--- config.mk ---
export PLATFORM = sky130hd
export DESIGN_NAME = sync_serial_port
export DESIGN_NICKNAME = d
export VERILOG_FILES = /design/src/design/sync_serial_pkg.sv /design/src/design/sync_fifo.sv /design/src/design/sync_serial_port.sv
export SDC_FILE = /design/constraint.sdc
export NUM_CORES = 1
export LEC_CHECK = 0
export BUFFER_PORTS_ARGS = -buffer_cell sky130_fd_sc_hd__buf_2
export CAP_MARGIN = 20
export CORE_ASPECT_RATIO = 2
export CORE_MARGIN = 3
export CORE_UTILIZATION = 55
export DETAILED_ROUTE_END_ITERATION = 12
export HOLD_SLACK_MARGIN = 0.02
export PLACE_DENSITY = 0.81
export SLEW_MARGIN = 20
export SYNTH_ARGS = -nofsm -noshare
export SYNTH_HDL_FRONTEND = slang
export SYNTH_SLANG_ARGS = --single-unit
--- constraint.sdc ---
create_clock -name clk -period 4.74 [get_ports clk]
set_input_delay 0 -clock clk [delete_from_list [all_inputs] [get_ports clk]]
set_output_delay 0 -clock clk [all_outputs]
set_load 0.05 [all_outputs]
--- src/design/sync_serial_pkg.sv ---
// Shared constants, field layouts and types of the synchronous serial port
package sync_serial_pkg;

    // ------------------------------------------------------------
    // Register byte addresses
    // ------------------------------------------------------------
    localparam logic [31:0] CTRL_ZERO_ADDR      = 32'h4004_0000;
    localparam logic [31:0] FIFO_STATE_ADDR     = 32'h4004_000c;
    localparam logic [31:0] PRESCALE_ADDR       = 32'h4004_0010;
    localparam logic [31:0] IRQ_ENABLE_ADDR     = 32'h4004_0014;
    localparam logic [31:0] RAW_COND_ADDR       = 32'h4004_0018;

    // ------------------------------------------------------------
    // Field positions
    // ------------------------------------------------------------
    localparam int TX_EMPTY_BIT   = 0;
    localparam int TX_ROOM_BIT    = 1;
    localparam int RX_DATA_BIT    = 2;
    localparam int RX_FULL_BIT    = 3;
    localparam int LINK_BUSY_BIT  = 4;
    localparam int CTRL_EN_BIT    = 0;
    localparam int CTRL_SLAVE_BIT = 1;
    localparam int CTRL_RATE_LSB  = 8;
    localparam int COND_OVERRUN   = 0;
    localparam int COND_TIMEOUT   = 1;
    localparam int COND_RX_HALF   = 2;
    localparam int COND_TX_HALF   = 3;
    localparam int NUM_COND       = 4;

    // ------------------------------------------------------------
    // Reset values and timing
    // ------------------------------------------------------------
    localparam logic [7:0] PRESCALE_RESET   = 8'h00;
    localparam logic [3:0] IRQ_ENABLE_RESET = 4'h0;
    localparam logic [7:0] RATE_RESET       = 8'h00;
    localparam int         TIMEOUT_BITS     = 32;
    // Generator ticks twice per bit period
    localparam int         TIMEOUT_TICKS    = 2 * TIMEOUT_BITS;

    typedef struct packed {
        logic [7:0] rate;
        logic       slave;
        logic       enable;
    } ctrl_t;

    typedef struct packed {
        logic busy;
        logic rx_full;
        logic rx_has_data;
        logic tx_has_room;
        logic tx_empty;
    } status_t;

    typedef enum logic [0:0] {
        ST_IDLE  = 1'b0,
        ST_SHIFT = 1'b1
    } engine_state_t;

endpackage

--- src/design/sync_fifo.sv ---
// Flip-flop FIFO with valid/ready on both sides and newest-entry overwrite
module sync_fifo #(
    parameter int W     = 8,
    parameter int DEPTH = 8
) (
    input  wire logic                       clk,
    input  wire logic                       sys_rst,
    input  wire logic                       in_valid,
    output logic                            in_ready,
    input  wire logic [W-1:0]               in_data,
    input  wire logic                       in_overwrite,
    output logic                            out_valid,
    input  wire logic                       out_ready,
    output logic [W-1:0]                    out_data,
    output logic [$clog2(DEPTH):0]          level
);
    localparam int AW = $clog2(DEPTH);

    logic [W-1:0]  mem_q [DEPTH];
    logic [AW-1:0] wr_ptr_q;
    logic [AW-1:0] rd_ptr_q;
    logic [AW:0]   count_q;
    logic [AW:0]   count_d;
    logic          full_q;
    logic          valid_q;
    logic          push;
    logic          pop;
    logic          over;

    assign push      = in_valid && !full_q;
    assign pop       = valid_q && out_ready;
    assign over      = in_valid && in_overwrite && full_q;
    assign in_ready  = !full_q;
    assign out_valid = valid_q;
    assign out_data  = mem_q[rd_ptr_q];
    assign level     = count_q;
    assign count_d   = count_q + {{AW{1'b0}}, push} - {{AW{1'b0}}, pop};

    // ------------------------------------------------------------
    // Storage
    // ------------------------------------------------------------
    always_ff @(posedge clk) begin
        if (push) begin
            mem_q[wr_ptr_q] <= in_data;
        end else if (over) begin
            mem_q[wr_ptr_q - 1'b1] <= in_data;
        end
    end

    // ------------------------------------------------------------
    // Pointers and flags
    // ------------------------------------------------------------
    always_ff @(posedge clk) begin
        if (sys_rst) begin
            wr_ptr_q <= '0;
            rd_ptr_q <= '0;
            count_q  <= '0;
            full_q   <= 1'b0;
            valid_q  <= 1'b0;
        end else begin
            if (push) begin
                wr_ptr_q <= wr_ptr_q + 1'b1;
            end
            if (pop) begin
                rd_ptr_q <= rd_ptr_q + 1'b1;
            end
            count_q <= count_d;
            full_q  <= (count_d == DEPTH[AW:0]);
            valid_q <= (count_d != '0);
        end
    end
endmodule

--- src/design/sync_serial_port.sv ---
// Synchronous serial port: status, prescaler, interrupt enables, shift engine
//
// Behaviour
// [RQ1] Status bit 0 set when transmit FIFO empty
// [RQ2] Status bit 1 clear when transmit FIFO full
// [RQ3] Status bit 2 set when receive FIFO holds data
// [RQ4] Status bit 3 set when receive FIFO full
// [RQ5] Status bit 4 set while shifting or transmit pending
// [RQ6] Status register read-only, live, upper bits reserved
// [RQ7] Prescaler divides clock by even divisor 2..254
// [RQ8] Divisor bit 0 always reads zero
// [RQ9] Bit clock further divided by rate factor
// [RQ10] Software sets divisor before any transmission
// [RQ11] External slave clock at most one twelfth
// [RQ12] Slave mode ignores divisor, uses external clock
// [RQ13] Four enable bits, one per condition, reset zero
// [RQ14] Frame into full receive FIFO flags overrun, replaces
// [RQ15] Unread non-empty receive FIFO for 32 bits times out
// [RQ16] Receive condition when FIFO at least half full
// [RQ17] Transmit condition when FIFO at least half empty
// [RQ18] Timeout count restarts on read, write, empty
module sync_serial_port
    import sync_serial_pkg::*;
#(
    parameter int DATA_W = 8,
    parameter int DEPTH  = 8
) (
    input  wire logic                        clk,
    input  wire logic                        sys_rst,
    input  wire logic [31:0]                 avs_address,
    input  wire logic                        avs_read,
    input  wire logic                        avs_write,
    input  wire logic [31:0]                 avs_writedata,
    input  wire logic [3:0]                  avs_byteenable,
    output logic [31:0]                      avs_readdata,
    output logic                             avs_waitrequest,
    input  wire logic                        tx_in_valid,
    output logic                             tx_in_ready,
    input  wire logic [DATA_W-1:0]           tx_in_data,
    output logic                             rx_out_valid,
    input  wire logic                        rx_out_ready,
    output logic [DATA_W-1:0]                rx_out_data,
    input  wire logic                        serial_clk_in,
    output logic                             serial_clk_out,
    output logic                             serial_clk_oe,
    input  wire logic                        serial_sel_n_in,
    output logic                             serial_sel_n_out,
    output logic                             serial_sel_oe,
    input  wire logic                        serial_data_in,
    output logic                             serial_data_out,
    output logic                             serial_data_oe,
    output logic                             irq_request
);
    import sync_serial_pkg::*;

    localparam int BW = $clog2(DATA_W) + 1;
    localparam int LW = $clog2(DEPTH) + 1;

    ctrl_t            ctrl_q;
    logic [7:1]       prescale_q;
    logic [3:0]       irq_enable_q;
    logic             overrun_q;
    logic             irq_q;
    logic             wait_q;
    logic [31:0]      rdata_q;
    engine_state_t    state_q;
    logic [BW-1:0]    bit_cnt_q;
    logic [DATA_W-1:0] tx_sh_q;
    logic [DATA_W-1:0] rx_sh_q;
    logic             sclk_q;
    logic             sel_n_q;
    logic             dout_q;
    logic             clk_oe_q;
    logic             data_oe_q;
    logic [6:0]       pre_cnt_q;
    logic [7:0]       rate_cnt_q;
    logic [6:0]       to_cnt_q;
    logic [2:0]       sck_sync_q;
    logic [1:0]       sel_sync_q;
    logic [1:0]       din_sync_q;

    logic             tx_valid;
    logic [DATA_W-1:0] tx_data;
    logic             tx_pop;
    logic             rx_full_n;
    logic             rx_pop;
    logic [LW-1:0]    tx_level;
    logic [LW-1:0]    rx_level;
    logic             pre_tick;
    logic             half_tick;
    logic             rise_ev;
    logic             fall_ev;
    logic             start;
    logic             frame_done;
    logic             sel_active;
    logic             access;
    logic             wr_en;
    status_t          status;
    logic [3:0]       raw_cond;

    // ------------------------------------------------------------
    // Data FIFOs
    // ------------------------------------------------------------
    sync_fifo #(
        .W     (DATA_W),
        .DEPTH (DEPTH)
    ) u_tx_fifo (
        .clk          (clk),
        .sys_rst      (sys_rst),
        .in_valid     (tx_in_valid),
        .in_ready     (tx_in_ready),
        .in_data      (tx_in_data),
        .in_overwrite (1'b0),
        .out_valid    (tx_valid),
        .out_ready    (tx_pop),
        .out_data     (tx_data),
        .level        (tx_level)
    );

    // [RQ14] Overwrite newest entry
    sync_fifo #(
        .W     (DATA_W),
        .DEPTH (DEPTH)
    ) u_rx_fifo (
        .clk          (clk),
        .sys_rst      (sys_rst),
        .in_valid     (frame_done),
        .in_ready     (rx_full_n),
        .in_data      (rx_sh_q),
        .in_overwrite (1'b1),
        .out_valid    (rx_out_valid),
        .out_ready    (rx_out_ready),
        .out_data     (rx_out_data),
        .level        (rx_level)
    );

    assign rx_pop = rx_out_valid && rx_out_ready;

    // ------------------------------------------------------------
    // Live status and conditions
    // ------------------------------------------------------------
    always_comb begin
        // [RQ1] Transmit empty
        status.tx_empty    = !tx_valid;
        // [RQ2] Transmit room
        status.tx_has_room = tx_in_ready;
        // [RQ3] Receive data present
        status.rx_has_data = rx_out_valid;
        // [RQ4] Receive full
        status.rx_full     = !rx_full_n;
        // [RQ5] Busy while shifting
        status.busy        = (state_q != ST_IDLE) || tx_valid;
    end

    always_comb begin
        raw_cond = '0;
        raw_cond[COND_OVERRUN] = overrun_q;
        // [RQ15] Timeout reached
        raw_cond[COND_TIMEOUT] = (to_cnt_q == 7'(TIMEOUT_TICKS));
        // [RQ16] Receive half full
        raw_cond[COND_RX_HALF] = (rx_level >= LW'(DEPTH / 2));
        // [RQ17] Transmit half empty
        raw_cond[COND_TX_HALF] = (tx_level <= LW'(DEPTH / 2));
    end

    // ------------------------------------------------------------
    // Bus slave
    // ------------------------------------------------------------
    assign access = (avs_read || avs_write) && wait_q;
    assign wr_en  = avs_write && !wait_q;

    always_ff @(posedge clk) begin
        if (sys_rst) begin
            wait_q <= 1'b1;
        end else begin
            wait_q <= !access;
        end
    end

    always_ff @(posedge clk) begin
        if (sys_rst) begin
            rdata_q <= '0;
        end else if (access) begin
            rdata_q <= '0;
            if (avs_read) begin
                unique case (avs_address)
                    CTRL_ZERO_ADDR: begin
                        rdata_q[CTRL_RATE_LSB +: 8] <= ctrl_q.rate;
                        rdata_q[CTRL_SLAVE_BIT]     <= ctrl_q.slave;
                        rdata_q[CTRL_EN_BIT]        <= ctrl_q.enable;
                    end
                    // [RQ6] Reserved bits zero
                    FIFO_STATE_ADDR: rdata_q[4:0] <= status;
                    // [RQ8] Even divisor readback
                    PRESCALE_ADDR:   rdata_q[7:0] <= {prescale_q, 1'b0};
                    IRQ_ENABLE_ADDR: rdata_q[3:0] <= irq_enable_q;
                    RAW_COND_ADDR:   rdata_q[3:0] <= raw_cond;
                    default:         rdata_q      <= '0;
                endcase
            end
        end
    end

    // [RQ6] Status ignores writes
    always_ff @(posedge clk) begin
        if (sys_rst) begin
            ctrl_q <= '{rate: RATE_RESET, slave: 1'b0, enable: 1'b0};
        end else if (wr_en && avs_address == CTRL_ZERO_ADDR) begin
            if (avs_byteenable[0]) begin
                ctrl_q.enable <= avs_writedata[CTRL_EN_BIT];
                if (state_q == ST_IDLE) begin
                    ctrl_q.slave <= avs_writedata[CTRL_SLAVE_BIT];
                end
            end
            if (avs_byteenable[1]) begin
                ctrl_q.rate <= avs_writedata[CTRL_RATE_LSB +: 8];
            end
        end
    end

    // [RQ7] Divisor storage
    always_ff @(posedge clk) begin
        if (sys_rst) begin
            prescale_q <= PRESCALE_RESET[7:1];
        end else if (wr_en && avs_address == PRESCALE_ADDR && avs_byteenable[0]) begin
            // [RQ8] Bit zero dropped
            prescale_q <= avs_writedata[7:1];
        end
    end

    // [RQ13] Enable bits
    always_ff @(posedge clk) begin
        if (sys_rst) begin
            irq_enable_q <= IRQ_ENABLE_RESET;
        end else if (wr_en && avs_address == IRQ_ENABLE_ADDR && avs_byteenable[0]) begin
            irq_enable_q <= avs_writedata[NUM_COND-1:0];
        end
    end

    // [RQ14] Sticky overrun, set wins
    always_ff @(posedge clk) begin
        if (sys_rst) begin
            overrun_q <= 1'b0;
        end else if (frame_done && !rx_full_n) begin
            overrun_q <= 1'b1;
        end else if (wr_en && avs_address == RAW_COND_ADDR && avs_byteenable[0]
                     && avs_writedata[COND_OVERRUN]) begin
            overrun_q <= 1'b0;
        end
    end

    // [RQ13] Enabled conditions raise request
    always_ff @(posedge clk) begin
        if (sys_rst) begin
            irq_q <= 1'b0;
        end else begin
            irq_q <= |(raw_cond & irq_enable_q);
        end
    end

    // ------------------------------------------------------------
    // Bit rate generator
    // ------------------------------------------------------------
    // [RQ7] Half divisor per half bit
    always_ff @(posedge clk) begin
        if (sys_rst || !ctrl_q.enable || pre_tick || start) begin
            pre_cnt_q <= '0;
        end else begin
            pre_cnt_q <= pre_cnt_q + 1'b1;
        end
    end

    assign pre_tick = ctrl_q.enable
                      && (pre_cnt_q + 1'b1 >= prescale_q || prescale_q == '0);

    // [RQ9] Rate factor division
    always_ff @(posedge clk) begin
        if (sys_rst || !ctrl_q.enable || start) begin
            rate_cnt_q <= '0;
        end else if (pre_tick) begin
            rate_cnt_q <= half_tick ? 8'h00 : rate_cnt_q + 1'b1;
        end
    end

    assign half_tick = pre_tick && (rate_cnt_q == ctrl_q.rate);

    // [RQ15] Timeout over 32 bit periods
    always_ff @(posedge clk) begin
        // [RQ18] Restart on access or empty
        if (sys_rst || !rx_out_valid || rx_pop || frame_done) begin
            to_cnt_q <= '0;
        end else if (half_tick && to_cnt_q != 7'(TIMEOUT_TICKS)) begin
            to_cnt_q <= to_cnt_q + 1'b1;
        end
    end

    // ------------------------------------------------------------
    // Pin synchronisers
    // ------------------------------------------------------------
    always_ff @(posedge clk) begin
        if (sys_rst) begin
            sck_sync_q <= '0;
            sel_sync_q <= 2'h3;
            din_sync_q <= '0;
        end else begin
            sck_sync_q <= {sck_sync_q[1:0], serial_clk_in};
            sel_sync_q <= {sel_sync_q[0], serial_sel_n_in};
            din_sync_q <= {din_sync_q[0], serial_data_in};
        end
    end

    // ------------------------------------------------------------
    // Shift engine
    // ------------------------------------------------------------
    assign sel_active = ctrl_q.slave && !sel_sync_q[1];

    // [RQ12] Slave edges from external clock
    always_comb begin
        if (ctrl_q.slave) begin
            rise_ev = sel_active && sck_sync_q[1] && !sck_sync_q[2];
            fall_ev = sel_active && !sck_sync_q[1] && sck_sync_q[2];
        end else begin
            rise_ev = half_tick && !sclk_q;
            fall_ev = half_tick && sclk_q;
        end
    end

    assign start = (state_q == ST_IDLE) && ctrl_q.enable
                   && (ctrl_q.slave ? sel_active : tx_valid);
    assign tx_pop = start && tx_valid;
    assign frame_done = (state_q == ST_SHIFT) && fall_ev
                        && (bit_cnt_q == BW'(DATA_W));

    always_ff @(posedge clk) begin
        if (sys_rst) begin
            state_q   <= ST_IDLE;
            bit_cnt_q <= '0;
            tx_sh_q   <= '0;
            rx_sh_q   <= '0;
            sclk_q    <= 1'b0;
            sel_n_q   <= 1'b1;
            dout_q    <= 1'b0;
        end else begin
            unique case (state_q)
                ST_IDLE: begin
                    sclk_q <= 1'b0;
                    if (start) begin
                        state_q   <= ST_SHIFT;
                        bit_cnt_q <= '0;
                        tx_sh_q   <= tx_valid ? tx_data : '0;
                        dout_q    <= tx_valid ? tx_data[DATA_W-1] : 1'b0;
                        sel_n_q   <= ctrl_q.slave;
                    end
                end
                ST_SHIFT: begin
                    if (!ctrl_q.enable || (ctrl_q.slave && !sel_active)) begin
                        state_q <= ST_IDLE;
                        sel_n_q <= 1'b1;
                        sclk_q  <= 1'b0;
                    end else if (rise_ev) begin
                        sclk_q    <= 1'b1;
                        rx_sh_q   <= {rx_sh_q[DATA_W-2:0], din_sync_q[1]};
                        bit_cnt_q <= bit_cnt_q + 1'b1;
                    end else if (fall_ev) begin
                        sclk_q <= 1'b0;
                        if (frame_done) begin
                            state_q <= ST_IDLE;
                            sel_n_q <= 1'b1;
                        end else begin
                            tx_sh_q <= {tx_sh_q[DATA_W-2:0], 1'b0};
                            dout_q  <= tx_sh_q[DATA_W-2];
                        end
                    end
                end
            endcase
        end
    end

    // Output enables by mode
    always_ff @(posedge clk) begin
        if (sys_rst) begin
            clk_oe_q  <= 1'b0;
            data_oe_q <= 1'b0;
        end else begin
            clk_oe_q  <= ctrl_q.enable && !ctrl_q.slave;
            data_oe_q <= ctrl_q.enable && (!ctrl_q.slave || sel_active);
        end
    end

    assign avs_readdata     = rdata_q;
    assign avs_waitrequest  = wait_q;
    assign serial_clk_out   = sclk_q;
    assign serial_clk_oe    = clk_oe_q;
    assign serial_sel_n_out = sel_n_q;
    assign serial_sel_oe    = clk_oe_q;
    assign serial_data_out  = dout_q;
    assign serial_data_oe   = data_oe_q;
    assign irq_request      = irq_q;
endmodule

==> run metrics <==
Vias/cell=5.50; CP Launch Type=flip-flop; WHS=0.0459 ns; Gate Count Post-Synth=around 860; Final Hold Viols=0; ANT nets after route=0; crit end category=flip-flop; cts bufs inserted=22; synth top area cells=edfxtp_1, dfxtp_1, mux4_2, mux2i_1, nor2_1; post-DP HPWL=around 15,000 um; commonest cells in the netlist=edfxtp_1, dfxtp_1, nor2_1; final wirelength=roughly 21,000 um; post-synthesis instance area=10,800 um^2; FF+latch area=6330 um^2; sequential element share of the synthesized area=about three fifths; depth of the CTS H-tree=1; number of global-route vias before repair=between 7,000 and 8,000; layout cells sized above 1=between 20% and 30%; Post-CTS Setup Repair Bufs=0; placed cells=1,184; outcome=complete, no violations; Die X=105 um; achievable frequency=around 240 MHz; largest net degree at the start of global routing=55; DRC viols=0; antenna cells=0; core area=approximately 19,000 um^2; gr ovfl total=0; TritonCTS Sinks=approximately 250; Max Transition Viols Final=0; global-route wire length before repair=between 30,000 and 40,000 um; Netlist cell types=65; fill count=1,426; Initial Utilization=56.7%; post-synth top area cell=edfxtp_1; power per standard cell area=390 nW/um^2; Synth top area share=between 30% and 40%; fin worst setup slack=0.656 ns; syn avg cell area=about 13 um^2; Post-CTS Hold Fix Bufs=38; most frequent cell after synthesis=edfxtp_1; dpl ws=approximately 0.65 ns; vias=just under 7,000; ys async rst share=0%; Worst Clk Skew=~0.013 ns; Setup violations, final=0; fin nets=roughly 1,100; dominant synthesized flop cell=edfxtp_1; Iteration-0 DRC Markers=between 200 and 300; Seq cells post-synth=between 200 and 300; Pint=3660 uW; Slew @ Worst Pin=~0.90 ns; VDD IR max=0.352 mV; EDFF count, synth=roughly 130; unrepaired setup endpoints after global routing=false; Critical Path AT=4.46 ns; CTS resizes=0; Yosys Warn Count=0; leakage=between 0.004 and 0.005 uW; number of port buffers=100; setup TNS=0 ns; multi-input combinational cell area=a little over 4000 um^2; DIE AREA=21,400 um^2; clk buf depth=3; CTS tree=done; clock share of power=between 30% and 40%; drt first pass iters=5; Net Switching=~1200 uW; Max-cap violations=0; Final GP Congestion=around 0.85; wire length per cell=16.9 um; post-synthesis to final-layout area growth=16.6%; Die Span Y=approximately 200 um; switching share of power=between 20% and 30%; GRT Total Usage=between 20% and 30%; sequential share of power=about 50%; Worst-path clk slew=about 0.070 ns; CP Data Required Time=5.11 ns; Comb pwr share=between 10% and 20%; # IOs=135; initial antenna violation count=0; Tmin final=between 4 and 5 ns; crit path kind=flip-flop to flip-flop; CTS root buf=clkbuf_16; clock latency on the worst-skew pair=between 0.5 and 0.6 ns; CP max FO=6; slew margin rel.=between 30% and 40%; period utilization=86.2%; row count=71; fin cells=approximately 1,300; min-delay worst type=input pin to flip-flop
-- registers in the layout, indices dropped and copies added, names as in the netlist, 2 cells and up, named ones only --
| signal | flops |
|---|---|
| u_rx_fifo.mem_q | 64 |
| u_tx_fifo.mem_q | 64 |
| avs_readdata | 16 |
| ctrl_q | 10 |
| rate_cnt_q | 8 |
| rx_sh_q | 8 |
| pre_cnt_q | 7 |
| prescale_q | 7 |
| to_cnt_q | 7 |
| tx_sh_q | 7 |
| bit_cnt_q | 4 |
| irq_enable_q | 4 |
| u_rx_fifo.level | 4 |
| u_tx_fifo.level | 4 |
| sck_sync_q | 3 |
| u_rx_fifo.rd_ptr_q | 3 |
| u_rx_fifo.wr_ptr_q | 3 |
| u_tx_fifo.rd_ptr_q | 3 |
| u_tx_fifo.wr_ptr_q | 3 |
| din_sync_q | 2 |
| sel_sync_q | 2 |
-- critical path, stage by stage (launching register included) --
cell and delay (ns):
dfxtp_1 0.40, ha_1 0.21, nand3_1 0.13, nor2_1 0.16, xor2_1 0.20, ha_1 0.28, nand4_1 0.15, o21ai_0 0.14
nor3_2 0.57, a2111oi_4 0.19, o211a_1 0.26, ha_1 0.21, fa_1 0.38, xnor2_1 0.21, nor3b_1 0.32, a21oi_1 0.12
-- layout by cell type, fill, tap and decap left out, types with 16 or more instances in the layout --
| master | Yosys | layout |
|---|---|---|
| a21oi_1 | 28 | 28 |
| a22oi_1 | 17 | 17 |
| buf_2 | 4 | 99 |
| buf_4 | 20 | 18 |
| clkbuf_16 | 0 | 23 |
| conb_1 | 1 | 16 |
| dfxtp_1 | 124 | 122 |
| dlygate4sd3_1 | 0 | 38 |
| edfxtp_1 | 128 | 128 |
| ha_1 | 28 | 28 |
| inv_1 | 37 | 37 |
| mux2i_1 | 41 | 41 |
| mux4_2 | 32 | 32 |
| nand2_1 | 33 | 33 |
| nor2_1 | 99 | 99 |
| nor2b_1 | 19 | 19 |
| nor3_1 | 22 | 22 |
| xor2_1 | 25 | 25 |
-- layout make-up --
type | count | share of cell area, %
clock buffer | 32 | 4.84
clock inverter | 8 | 0.786
inverter | 37 | 1.10
multi-input combinational | 523 | 32.4
sequential | 252 | 50.3
tap | 255 | 2.54
timing repair buffer | 155 | 8.04
-- stage by stage --
stage	utilization [%]	instance area [um^2]	total power, uW
after detailed placement	60.4	11500	3160
after global routing	66.2	12600	5120
final	66.2	12600	4900
after CTS	66.2	12600	4940
after global placement	60.4	11500	3140
after floorplan	-	10800	2990
-- worst paths after layout --
check | from | endpoint | slack (ns) | depth (start not counted)
worst max-delay path | pre_cnt_q[0]$_SDFF_PP0_ | u_rx_fifo.out_valid$_SDFF_PP0_ | 0.66 | 15
worst min-delay path | tx_in_valid | u_tx_fifo.wr_ptr_q[1]$_SDFFE_PP0P_ | 0.05 | 4
worst max register to register | pre_cnt_q[0]$_SDFF_PP0_ | u_rx_fifo.out_valid$_SDFF_PP0_ | 0.66 | 15
worst min register to register | sel_sync_q[0]$_SDFF_PP1_ | sel_sync_q[1]$_SDFF_PP1_ | 0.43 | 1
-- logic make-up after synthesis --
kind of cell	after synthesis	share of synthesized area [%]
xor gates and xnor gates	37	3.00
DFF	252	58.7
adders and majority gates	30	3.62
buffers and inverters	96	4.08
AOI/OAI and AO/OA	100	6.96
muxes	82	11.4
other	1	0.0348
and+or+nand+nor	258	12.2
-- routing by layer --
| metal | routed length, um | vias up | track usage (%) |
|---|---|---|---|
| li1 | - | 3367 | - |
| met2 | 12400 | 128 | 40.3 |
| met1 | 7700 | 3392 | 21.3 |
| met5 | 0 | - | 0 |
| met3 | 648 | 48 | 2.40 |
| met4 | 681 | 0 | 7.65 |
-- power by group through the flow --
| stage | sequential (uW) | clock [uW] | combinational [uW] |
|---|---|---|---|
| global placement | 2510 | 0 | 637 |
| CTS | 2460 | 1800 | 685 |
| finish | 2460 | 1760 | 679 |
| detailed placement | 2510 | 0 | 653 |
| floorplan | 2470 | 0 | 524 |
| global route | 2470 | 1880 | 763 |
Note: power is estimated with default switching activity, not from simulation.
